--- config.mk ---
export PLATFORM = sky130hd
export DESIGN_NAME = bridge_temp_correction_math
export DESIGN_NICKNAME = d
export VERILOG_FILES = /design/src/shared/calib_math_pkg.sv /design/src/design/bridge_temp_correction_math.sv /design/src/design/mul_shift_sat.sv
export SDC_FILE = /design/constraint.sdc
export NUM_CORES = 2
export LEC_CHECK = 0
export BUFFER_PORTS_ARGS = -buffer_cell sky130_fd_sc_hd__buf_2
export CORE_ASPECT_RATIO = 1.2
export CORE_UTILIZATION = 25
export DETAILED_ROUTE_END_ITERATION = 7
export HOLD_SLACK_MARGIN = 0.1
export PLACE_DENSITY_LB_ADDON = 0.08
export RECOVER_POWER = 25
export SLEW_MARGIN = 20
export SYNTH_ARGS = -nofsm -noshare
export SYNTH_HDL_FRONTEND = slang
export SYNTH_SLANG_ARGS = --single-unit
--- constraint.sdc ---
create_clock -name sys_clk -period 25.7 [get_ports sys_clk]
set_input_delay 5.14 -clock sys_clk [delete_from_list [all_inputs] [get_ports sys_clk]]
set_output_delay 5.14 -clock sys_clk [all_outputs]
set_load 0.01 [all_outputs]
--- src/shared/calib_math_pkg.sv ---
// shared types, limits and helpers for the correction datapath
package calib_math_pkg;

  localparam int FRAC_BITS = 15;

  typedef logic signed [17:0] word_t;
  typedef logic signed [35:0] wide_t;

  typedef struct packed {
    logic sat;
    word_t val;
  } sres_t;

  typedef struct packed {
    word_t gain_b;
    word_t offset_b;
    word_t tcg;
    word_t tco;
    word_t gain_tc_second_order;
    word_t offset_tc_second_order;
    word_t bridge_second_order;
    logic signed [16:0] low_cal_reference_temperature;
    word_t gain_t;
    word_t offset_t;
    word_t temp_second_order;
  } coef_t;

  // clamp limits, signed 18-bit and final output ranges
  localparam wide_t W_MAX = 36'sh1FFFF;
  localparam wide_t W_MIN = -36'sh20000;
  localparam wide_t W_ZERO = 36'sh0;
  localparam wide_t W_B_S_MAX = 36'sh10000;
  localparam wide_t W_OUT_MAX = 36'sh0FFFF;
  localparam word_t HALF = 18'sh08000;

  localparam int STAT_SAT_BIT = 0;
  localparam logic SEL_I2C = 1'b1;

  function automatic wide_t widen(input word_t x);
    return wide_t'(x);
  endfunction

  function automatic sres_t clamp_rng(input wide_t x, input wide_t lo, input wide_t hi);
    sres_t r;
    r.sat = 1'b0;
    r.val = x[17:0];
    if (x > hi) begin
      r.sat = 1'b1;
      r.val = hi[17:0];
    end else if (x < lo) begin
      r.sat = 1'b1;
      r.val = lo[17:0];
    end
    return r;
  endfunction

  function automatic sres_t clamp18(input wide_t x);
    return clamp_rng(x, W_MIN, W_MAX);
  endfunction

endpackage

--- src/design/bridge_temp_correction_math.sv ---
// bridge and temperature correction datapath with serial pin steering
// What this block does
// [RULE1] S-shape: gain times gain factor times offset sum
// [RULE2] S-shape output uses absolute term, offset, bound 2^16
// [RULE3] bridge result delivered as unsigned 0..FFFF
// [RULE4] any clamp sets saturation in status byte
// [RULE5] bridge coefficients are signed 18-bit values
// [RULE6] low-cal reference temperature is signed 17-bit
// [RULE7] raw readings are auto-zeroed signed 18-bit
// [RULE8] temperature always uses parabolic correction
// [RULE9] temperature intermediate: gain, offset, plus half scale
// [RULE10] corrected temperature parabolic, bounded 0..2^17-1
// [RULE11] temperature coefficients are signed 18-bit values
// [RULE12] end-of-conversion output on two identical pads
// [RULE13] host drives interface select pin
// [RULE14] data pin input for SPI, bidirectional for I2C
// [RULE15] shape bit: 0 parabolic, 1 S-shaped
// [RULE16] delta temperature, gain factor, offset sum terms
// [RULE17] saturation shows in status bit 0
// [RULE18] divide by 2^15 as shift before clamp
`timescale 1ns/100ps
module bridge_temp_correction_math (
  input wire logic sys_clk,
  input wire logic rst,
  input wire logic conv_start,
  input wire calib_math_pkg::word_t raw_bridge_reading,
  input wire calib_math_pkg::word_t raw_temp_reading,
  input wire calib_math_pkg::coef_t coef,
  input wire logic curve_shape_select,
  output logic busy,
  output logic [15:0] bridge_result,
  output logic [16:0] temp_result,
  output logic [7:0] meas_status,
  output logic eoc1,
  output logic eoc2,
  input wire logic iface_select_pin,
  input wire logic mosi_sda_in,
  output logic mosi_sda_out,
  output logic mosi_sda_oe,
  output logic miso_out,
  output logic i2c_mode,
  output logic serial_rx_bit,
  input wire logic serial_tx_bit,
  input wire logic serial_tx_en
);
  typedef enum logic [3:0] {
    P_IDLE, P_DT, P_K1A, P_K1B, P_K2A, P_K2B, P_Z1, P_Z2,
    P_B1, P_B2, P_T1, P_T2, P_T3, P_T4
  } phase_t;

  typedef struct packed {
    phase_t ph;
    logic shape;
    calib_math_pkg::word_t traw;
    calib_math_pkg::word_t braw;
    calib_math_pkg::word_t dt;
    calib_math_pkg::word_t acc;
    calib_math_pkg::word_t k1;
    calib_math_pkg::word_t k2;
    calib_math_pkg::word_t p;
    calib_math_pkg::word_t z;
    calib_math_pkg::word_t zt;
    logic sat;
    logic [15:0] bridge;
    logic [16:0] temp;
    logic [7:0] status;
    logic eoc;
    logic sel_meta;
    logic sel_s;
    logic sda_meta;
    logic sda_s;
    logic miso;
    logic sda_oe;
  } st_t;

  localparam st_t ST_RESET = '{ph: P_IDLE, default: '0};

  st_t st_r;
  st_t st_nxt;
  calib_math_pkg::word_t m_a;
  calib_math_pkg::word_t m_b;
  calib_math_pkg::sres_t mr;
  calib_math_pkg::sres_t r1;
  calib_math_pkg::sres_t r2;

  mul_shift_sat #(.FRAC(calib_math_pkg::FRAC_BITS)) u_mul (
    .a(m_a),
    .b(m_b),
    .res(mr)
  );

  // magnitude; the most negative code has no positive twin and saturates
  function automatic calib_math_pkg::sres_t abs_sat(input calib_math_pkg::word_t x);
    return calib_math_pkg::clamp18(-calib_math_pkg::widen(x) < 0 ?
      calib_math_pkg::widen(x) : -calib_math_pkg::widen(x));
  endfunction

  function automatic calib_math_pkg::sres_t add_half(input calib_math_pkg::word_t x);
    return calib_math_pkg::clamp18(calib_math_pkg::widen(x) +
      calib_math_pkg::widen(calib_math_pkg::HALF));
  endfunction

  always_comb begin
    st_nxt = st_r;
    m_a = '0;
    m_b = '0;
    r1 = '0;
    r2 = '0;
    // pin samples pass two flops before use
    st_nxt.sel_meta = iface_select_pin; // [RULE13]
    st_nxt.sel_s = st_r.sel_meta;
    st_nxt.sda_meta = mosi_sda_in;
    st_nxt.sda_s = st_r.sda_meta;
    if (st_r.sel_s == calib_math_pkg::SEL_I2C) begin
      st_nxt.miso = 1'b0; // [RULE14]
      st_nxt.sda_oe = serial_tx_en & ~serial_tx_bit; // [RULE14]
    end else begin
      st_nxt.miso = serial_tx_bit; // [RULE14]
      st_nxt.sda_oe = 1'b0; // [RULE14]
    end
    if (st_r.ph != P_IDLE) begin
      st_nxt.sat = st_r.sat | mr.sat; // [RULE4]
    end
    case (st_r.ph)
      P_IDLE: begin
        if (conv_start) begin
          st_nxt.ph = P_DT;
          st_nxt.shape = curve_shape_select; // [RULE15]
          st_nxt.traw = raw_temp_reading; // [RULE7]
          st_nxt.braw = raw_bridge_reading; // [RULE7]
          st_nxt.sat = 1'b0;
          st_nxt.eoc = 1'b0;
        end
      end
      P_DT: begin
        r1 = calib_math_pkg::clamp18(calib_math_pkg::widen(st_r.traw) -
          calib_math_pkg::wide_t'(coef.low_cal_reference_temperature)); // [RULE6] [RULE16]
        st_nxt.dt = r1.val;
        st_nxt.sat = st_r.sat | r1.sat;
        st_nxt.ph = P_K1A;
      end
      P_K1A: begin
        m_a = coef.gain_tc_second_order; // [RULE5]
        m_b = st_r.dt;
        r1 = calib_math_pkg::clamp18(calib_math_pkg::widen(mr.val) +
          calib_math_pkg::widen(coef.tcg)); // [RULE16]
        st_nxt.acc = r1.val;
        st_nxt.sat = st_r.sat | mr.sat | r1.sat;
        st_nxt.ph = P_K1B;
      end
      P_K1B: begin
        m_a = st_r.dt;
        m_b = st_r.acc;
        r1 = add_half(mr.val); // [RULE16]
        st_nxt.k1 = r1.val;
        st_nxt.sat = st_r.sat | mr.sat | r1.sat;
        st_nxt.ph = P_K2A;
      end
      P_K2A: begin
        m_a = coef.offset_tc_second_order;
        m_b = st_r.dt;
        r1 = calib_math_pkg::clamp18(calib_math_pkg::widen(mr.val) +
          calib_math_pkg::widen(coef.tco)); // [RULE16]
        st_nxt.acc = r1.val;
        st_nxt.sat = st_r.sat | mr.sat | r1.sat;
        st_nxt.ph = P_K2B;
      end
      P_K2B: begin
        m_a = st_r.dt;
        m_b = st_r.acc;
        r1 = calib_math_pkg::clamp18(calib_math_pkg::widen(st_r.braw) +
          calib_math_pkg::widen(mr.val)); // [RULE16]
        r2 = calib_math_pkg::clamp18(calib_math_pkg::widen(coef.offset_b) +
          calib_math_pkg::widen(r1.val)); // [RULE16]
        st_nxt.k2 = r2.val;
        st_nxt.sat = st_r.sat | mr.sat | r1.sat | r2.sat;
        st_nxt.ph = P_Z1;
      end
      P_Z1: begin
        m_a = st_r.k1;
        m_b = st_r.k2;
        st_nxt.p = mr.val; // [RULE1]
        st_nxt.ph = P_Z2;
      end
      P_Z2: begin
        m_a = coef.gain_b;
        m_b = st_r.p;
        if (st_r.shape) begin
          st_nxt.z = mr.val; // [RULE1]
        end else begin
          r1 = add_half(mr.val);
          r2 = calib_math_pkg::clamp_rng(calib_math_pkg::widen(r1.val),
            calib_math_pkg::W_ZERO, calib_math_pkg::W_MAX);
          st_nxt.z = r2.val;
          st_nxt.sat = st_r.sat | mr.sat | r1.sat | r2.sat;
        end
        st_nxt.ph = P_B1;
      end
      P_B1: begin
        m_a = coef.bridge_second_order;
        r2 = abs_sat(st_r.z);
        m_b = st_r.shape ? r2.val : st_r.z; // [RULE2]
        r1 = add_half(mr.val); // [RULE2]
        st_nxt.acc = r1.val;
        st_nxt.sat = st_r.sat | mr.sat | r1.sat | (st_r.shape & r2.sat);
        st_nxt.ph = P_B2;
      end
      P_B2: begin
        m_a = st_r.z;
        m_b = st_r.acc;
        if (st_r.shape) begin
          r1 = calib_math_pkg::clamp_rng(calib_math_pkg::widen(mr.val) +
            calib_math_pkg::widen(calib_math_pkg::HALF),
            calib_math_pkg::W_ZERO, calib_math_pkg::W_B_S_MAX); // [RULE2]
        end else begin
          r1 = calib_math_pkg::clamp_rng(calib_math_pkg::widen(mr.val),
            calib_math_pkg::W_ZERO, calib_math_pkg::W_MAX);
        end
        r2 = calib_math_pkg::clamp_rng(calib_math_pkg::widen(r1.val),
          calib_math_pkg::W_ZERO, calib_math_pkg::W_OUT_MAX); // [RULE3]
        st_nxt.bridge = r2.val[15:0]; // [RULE3]
        st_nxt.sat = st_r.sat | mr.sat | r1.sat | r2.sat;
        st_nxt.ph = P_T1;
      end
      P_T1: begin
        r1 = calib_math_pkg::clamp18(calib_math_pkg::widen(st_r.traw) +
          calib_math_pkg::widen(coef.offset_t)); // [RULE9] [RULE11]
        st_nxt.acc = r1.val;
        st_nxt.sat = st_r.sat | r1.sat;
        st_nxt.ph = P_T2;
      end
      P_T2: begin
        m_a = coef.gain_t; // [RULE11]
        m_b = st_r.acc;
        r1 = calib_math_pkg::clamp_rng(calib_math_pkg::widen(mr.val) +
          calib_math_pkg::widen(calib_math_pkg::HALF),
          calib_math_pkg::W_ZERO, calib_math_pkg::W_MAX); // [RULE9]
        st_nxt.zt = r1.val;
        st_nxt.sat = st_r.sat | mr.sat | r1.sat;
        st_nxt.ph = P_T3;
      end
      P_T3: begin
        m_a = coef.temp_second_order; // [RULE8]
        m_b = st_r.zt;
        r1 = add_half(mr.val); // [RULE10]
        st_nxt.acc = r1.val;
        st_nxt.sat = st_r.sat | mr.sat | r1.sat;
        st_nxt.ph = P_T4;
      end
      P_T4: begin
        m_a = st_r.zt;
        m_b = st_r.acc;
        r1 = calib_math_pkg::clamp_rng(calib_math_pkg::widen(mr.val),
          calib_math_pkg::W_ZERO, calib_math_pkg::W_MAX); // [RULE10]
        st_nxt.temp = r1.val[16:0];
        st_nxt.status = '0;
        st_nxt.status[calib_math_pkg::STAT_SAT_BIT] =
          st_r.sat | mr.sat | r1.sat; // [RULE17]
        st_nxt.eoc = 1'b1; // [RULE12]
        st_nxt.ph = P_IDLE;
      end
      default: begin
        st_nxt.ph = P_IDLE;
      end
    endcase
  end

  always_ff @(posedge sys_clk) begin
    if (rst) begin
      st_r <= ST_RESET;
    end else begin
      st_r <= st_nxt;
    end
  end

  assign busy = (st_r.ph != P_IDLE);
  assign bridge_result = st_r.bridge;
  assign temp_result = st_r.temp;
  assign meas_status = st_r.status;
  assign eoc1 = st_r.eoc; // [RULE12]
  assign eoc2 = st_r.eoc; // [RULE12]
  assign i2c_mode = (st_r.sel_s == calib_math_pkg::SEL_I2C);
  assign serial_rx_bit = st_r.sda_s;
  assign mosi_sda_out = 1'b0;
  assign mosi_sda_oe = st_r.sda_oe;
  assign miso_out = st_r.miso;

  // helpers seen only by the checks below
  logic seen_sat_r;
  logic s_zero_r;
  always_ff @(posedge sys_clk) begin
    if (rst) begin
      seen_sat_r <= 1'b0;
      s_zero_r <= 1'b0;
    end else if (conv_start && !busy) begin
      seen_sat_r <= 1'b0;
      s_zero_r <= 1'b0;
    end else begin
      if (busy && mr.sat) begin
        seen_sat_r <= 1'b1;
      end
      if (st_r.ph == P_B1) begin
        s_zero_r <= st_r.shape && (st_r.z == '0) && !st_r.sat;
      end
    end
  end

  localparam int CONV_LAT = 14;
endmodule

--- src/design/mul_shift_sat.sv ---
// signed multiply, scale down by 2^frac and clamp to 18 bits
`timescale 1ns/100ps
module mul_shift_sat #(
  parameter int FRAC = calib_math_pkg::FRAC_BITS
) (
  input wire calib_math_pkg::word_t a,
  input wire calib_math_pkg::word_t b,
  output calib_math_pkg::sres_t res
);
  calib_math_pkg::wide_t prod;
  calib_math_pkg::wide_t scaled;

  if (FRAC < 1 || FRAC > 30) begin : g_bad_frac
    $error("mul_shift_sat: FRAC out of range");
  end

  // full product shifted arithmetically before the clamp
  always_comb begin
    prod = calib_math_pkg::widen(a) * calib_math_pkg::widen(b);
    scaled = prod >>> FRAC; // [RULE18]
    res = calib_math_pkg::clamp18(scaled);
  end
endmodule

* After elaboration in Yosys (flattened, before gate mapping)
Index checks and enable logic that the tools add are counted.
** Storage, ports and cells
- Register bits after elaboration :: 209
- Output and inout port bits :: 49
- Input bits :: 241
** Operators by class
- Muxes and demuxes :: 60
- Add/sub/neg operators :: 8
- Multipliers :: 1
- Bitwise operators :: 21
- Reductions and logical operators :: 11
- Equal/unequal tests :: 14
- Order comparisons :: 27
** Operator list (number)
- 19-bit 2-to-1 mux :: 46
- 18-bit case mux with 10 select lines :: 1
- 19-bit by 18-bit > comparator with 1-bit output (second input constant) :: 8
- 19-bit by 18-bit less-than comparator with 1-bit output (second input constant) :: 7
- 18-bit case mux with 6 select lines :: 1
- 18-bit by 18-bit adder with 19-bit output :: 5
- 18-bit case mux with 5 select lines :: 1
- 18-bit by 1-bit less-than comparator with 1-bit output (second input constant) :: 3
- 4-bit case mux with 13 select lines :: 1
- 41-bit 2-to-1 mux :: 1
- 18-bit > comparator (second input constant) :: 2
- 36-bit by 18-bit > comparator with 1-bit output (second input constant) :: 1
- 36-bit by 1-bit less-than comparator with 1-bit output (second input constant) :: 1
- 36-bit by 18-bit less-than comparator with 1-bit output (second input constant) :: 1
- 18-bit by 18-bit multiplier with 36-bit output :: 1
- 18-bit 2-to-1 mux :: 2
- 36-bit 2-to-1 mux :: 1
- 18-bit negation with 36-bit output :: 1
- 4-bit == test (second input constant) :: 6
- 21-bit by 18-bit > comparator with 1-bit output (second input constant) :: 1
- 21-bit by 18-bit less-than comparator with 1-bit output (second input constant) :: 1
- 18-bit by 17-bit adder with 19-bit output (second input constant) :: 1
- 19-bit by 1-bit less-than comparator with 1-bit output (second input constant) :: 1
- 18-bit by 17-bit subtractor with 19-bit output :: 1
- 18 further kinds :: 47

* Depth between registers and ports, before layout
- Depth after elaboration :: 27
- Mapped depth :: 83
- Depth with buffers taken out :: 75

* Modules after synthesis
Synthesis repeated with hierarchy kept, for this count alone.
** Second synthesis, totals
- Cell total of the unflattened synthesis :: 3609
- Area total of the unflattened synthesis :: 29250.6 sq um
** Modules (own cells, without submodules)
- bridge_temp_correction_math :: area each 17051.4 sq um, instances 1, cells each 2264
- mul_shift_sat :: area each 12199.2 sq um, instances 1, cells each 1345

* Worst setup path after synthesis
No wires, ideal clock.
- Path kind :: input port to flip-flop
- Start :: in coef[124] in the netlist's numbering
- End :: reg st_r[110] in the netlist's numbering
- Slack :: 6477 ps
- Stages on the path :: 64
- Path buffers :: 5
- Setup time :: 134 ps
- Data required time :: 25566 ps
- Arrival :: 19089 ps
- Path through :: a222oi_1 > nand3_1 > or2_2 > clkbuf_1 > nand2_1 > fa_1 > fa_1 > inv_1 > ha_1 > inv_1 > fa_1 > inv_1 > fa_1 > inv_1 > fa_1 > inv_1 > ha_1 > clkbuf_1 > [28 not listed] > clkbuf_1 > o21ai_0 > ha_1 > fa_1 > a21o_1 > a21oi_1 > nor2b_1 > o21a_1 > o41ai_1 > o2111ai_1 > a31oi_1 > nor2b_1 > o21a_1 > o21ai_0 > a31oi_1 > clkbuf_1 > o21ai_0 > a211oi_1
** RTL lines
- from (decl) :: RTL line bridge_temp_correction_math.sv:28 : input wire calib_math_pkg::coef_t coef,
- to (signal assigned) :: RTL line bridge_temp_correction_math.sv:272 : st_r <= st_nxt;
- to (decl) :: RTL line bridge_temp_correction_math.sv:78 : st_t st_r;

==> impl_metrics.env <==
export IMPL_outcome="complete, but fails checks"
export IMPL_violations="DRC, capacitance limit, slew limit"
export IMPL_start_util_pct=25.28
export IMPL_critical_path_startpoint="coef[92]"
export IMPL_cts_buffers=26
export IMPL_root_buffer="clkbuf_16"
export IMPL_final_common_cell="nand2_1"
export IMPL_drc=38
export IMPL_final_max_slew_viol_count=194
export IMPL_hold_violations=0
export IMPL_reg2reg_from="st_r[67]"
export IMPL_grt_max_degree=75
export IMPL_die_area_mm2=0.1191
export IMPL_nets=4730
export IMPL_fin_cells=5504
export IMPL_vias=27780
export IMPL_period_needed_ns=21.54
export IMPL_p_int_mw=0.8884
export IMPL_critPathRequiredTime_ns=26.00
export IMPL_async_reset_ff_share_pct=0
export IMPL_dp_hpwl_um=114600
export IMPL_antenna_found_initial=3
export IMPL_first_iter_violations=1817
export IMPL_final_cell_mix="nand2_1 (488), inv_1 (471), nor2_1 (414)"
export IMPL_grt_usage_pct=23.60
export IMPL_clock_path_buffers=3
export IMPL_clk_latency_ns=0.60
export IMPL_synth_flop_cell="dfxtp_1"
export IMPL_crit_type="in2reg"
export IMPL_finClkSkew_ns=0.04776
export IMPL_p_clk_share_pct=24.6
export IMPL_rr_endpoint="st_r[109]"
export IMPL_p_sw_mw=0.8028
export IMPL_die_w_um=315.2
export IMPL_period_share_pct=83.80
export IMPL_cts_setup_buffers=0
export IMPL_setup_viol=0
export IMPL_fin_tns_setup_ns=0
export IMPL_ys_ff_latch=209
export IMPL_postRouteAntennaNets=0
export IMPL_cts_hold_buf=0
export IMPL_yosysUniqueCellTypes=96
export IMPL_crit_path_end="st_r[109]"
export IMPL_cts_resized=0
export IMPL_rows=137
export IMPL_coreArea_mm2=0.1164
export IMPL_switching_share_pct=47.47
export IMPL_end_kind="flop"
export IMPL_path_common_cell="fa_1"
export IMPL_io_pins=290
export IMPL_syn_cell_area_mm2=0.02942
export IMPL_critPathSlowestCell="a222oi_1"
export IMPL_maxCapViolations=3
export IMPL_hold_depth=1
export IMPL_cts_tree="yes"
export IMPL_wl_per_cell_um=25.69
export IMPL_vdd_ir_drop_worst_mv=0.05232
export IMPL_dp_slack_ns=3.675
export IMPL_syn_avg_cell_area_um2=7.723
export IMPL_syn_to_final_growth_pct=13.28
export IMPL_drive_above_1_share_pct=12.16
export IMPL_netlist_instances=3810
export IMPL_slew_headroom_pct=-154.4
export IMPL_holdWs_ns=0.4316
export IMPL_grt_pass1_wl_um=204100
export IMPL_reg2reg_slack_ns=4.66
export IMPL_fin_ws_ns=4.164
export IMPL_first_pass_iters=8
export IMPL_worst_slew_pin_slew_ns=3.816
export IMPL_cts_sinks=209
export IMPL_dieHeight_um=377.8
export IMPL_pwr_share_seq_pct=22.2
export IMPL_io_buffers=281
export IMPL_viasPerCell=5.047
export IMPL_clkTransAtPathRegs_ns=0.07
export IMPL_crit_fanout=33
export IMPL_start_kind="input pin"
export IMPL_gp_congestion=0.9009
export IMPL_clock_fmax_mhz=46.43
export IMPL_rsz0062_at_grt="no"
export IMPL_ys_warn_count=0
export IMPL_power_leakage_nw=15.11
export IMPL_power_frac_comb_pct=53.3
export IMPL_p_per_area_mw_per_mm2=50.74
export IMPL_cp_arrival_ns=21.84
export IMPL_detailed_place_area_mm2=0.03242
export IMPL_hold_path_class="reg2reg"
export IMPL_grt_pass1_vias=28710
export IMPL_cts_max_level=1
export IMPL_wirelength_um=141400
export IMPL_synth_edff_count=0
export IMPL_ys_seq_area_share_pct=14.22
export IMPL_grt_overflow_total=0
export IMPL_slowest_delay_ns=0.98
export IMPL_dp_cells=5454
export IMPL_fin_area_mm2=0.03333
export IMPL_r2r_cells=73
## Yosys cell counts, drive strengths merged (50+ instances only)
| cell | instances | area share [%] |
|---|---|---|
| nand2 | 488 | 6.2 |
| o21ai | 167 | 2.8 |
| xnor2 | 78 | 2.3 |
| nand3 | 60 | 1.0 |
| inv | 472 | 6.0 |
| fa | 335 | 23 |
| a211oi | 74 | 1.9 |
| a22oi | 71 | 1.8 |
| buf | 81 | 1.7 |
| a21o | 50 | 1.3 |
| nor3 | 68 | 1.2 |
| clkbuf | 166 | 2.1 |
| a21oi | 281 | 4.8 |
| dfxtp | 209 | 14 |
| nor2 | 425 | 5.4 |
| ha | 201 | 8.5 |
## worst min path at each step
| stage | startpoint | endpoint |
|---|---|---|
| finish | i2c_mode | miso_out |
| global route | i2c_mode | miso_out |
| CTS | i2c_mode | miso_out |
| detailed placement | st_nxt[4] | i2c_mode |
| global placement | st_nxt[2] | serial_rx_bit |
| floorplan | st_nxt[4] | i2c_mode |
## cell type report
class                      count  area, µm²
sequential                   209       4185
multi-input combinational   2889      22580
timing repair buffer         355       1937
fill                       12850      83060
tap                         1529       1913
clock inverter                11      200.2
inverter                     472       1772
antenna                        3      7.507
clock buffer                  36      738.2
## critical path, delay by kind of cell
| kind | cells | cell delay [ns] |
|---|---|---|
| AO/OA/AOI/OAI | 31 | 8.25 |
| buffers and inverters | 6 | 0.76 |
| adder cells (fa/ha/maj) | 10 | 4.67 |
| AND/OR/NAND/NOR | 11 | 2.96 |
## layer usage
| metal | track usage, % | vias to the layer above | part of all wire, % |
|---|---|---|---|
| met5 | 0 | - | 0.0085 |
| met4 | 7.007 | 2 | 3.3 |
| met1 | 29.91 | 13770 | 43 |
| met3 | 1.828 | 149 | 4.2 |
| li1 | - | 13120 | - |
| met2 | 42.17 | 747 | 50 |
## power by group through the flow
stage / combinational (mW) / clock, mW / sequential, mW
2_1_floorplan: 0.572 / 0 / 0.357
3_3_place_gp: 0.902 / 0 / 0.381
3_5_place_dp: 0.898 / 0 / 0.381
4_1_cts: 0.904 / 0.427 / 0.374
5_1_grt: 0.987 / 0.437 / 0.375
6_report: 0.901 / 0.416 / 0.375
## cells by family after synthesis
group / after synthesis / synth area share [%]
buffers and inverters: 719 / 9.840
other: 1 / 0.01275
and+or+nand+nor: 1275 / 19.30
adders and majority gates: 538 / 31.41
AOI/OAI and AO/OA: 938 / 21.26
xor gates and xnor gates: 119 / 3.568
DFF: 209 / 14.22
muxes: 11 / 0.3870
## sequential cells by signal (all words and copies together), names as in the netlist, 2 cells and up
| signal | count |
|---|---|
| st_r | 168 |
| bridge_result | 16 |
| st_nxt | 2 |
| temp_result | 17 |
## per-stage QoR
step	total power [mW]	util, %
2_1_floorplan	0.9294	-
3_3_place_gp	1.283	27.84
3_5_place_dp	1.279	27.85
4_1_cts	1.706	28.66
5_1_grt	1.798	28.63
6_report	1.691	28.64
Note: power is estimated with default switching activity, not from simulation.
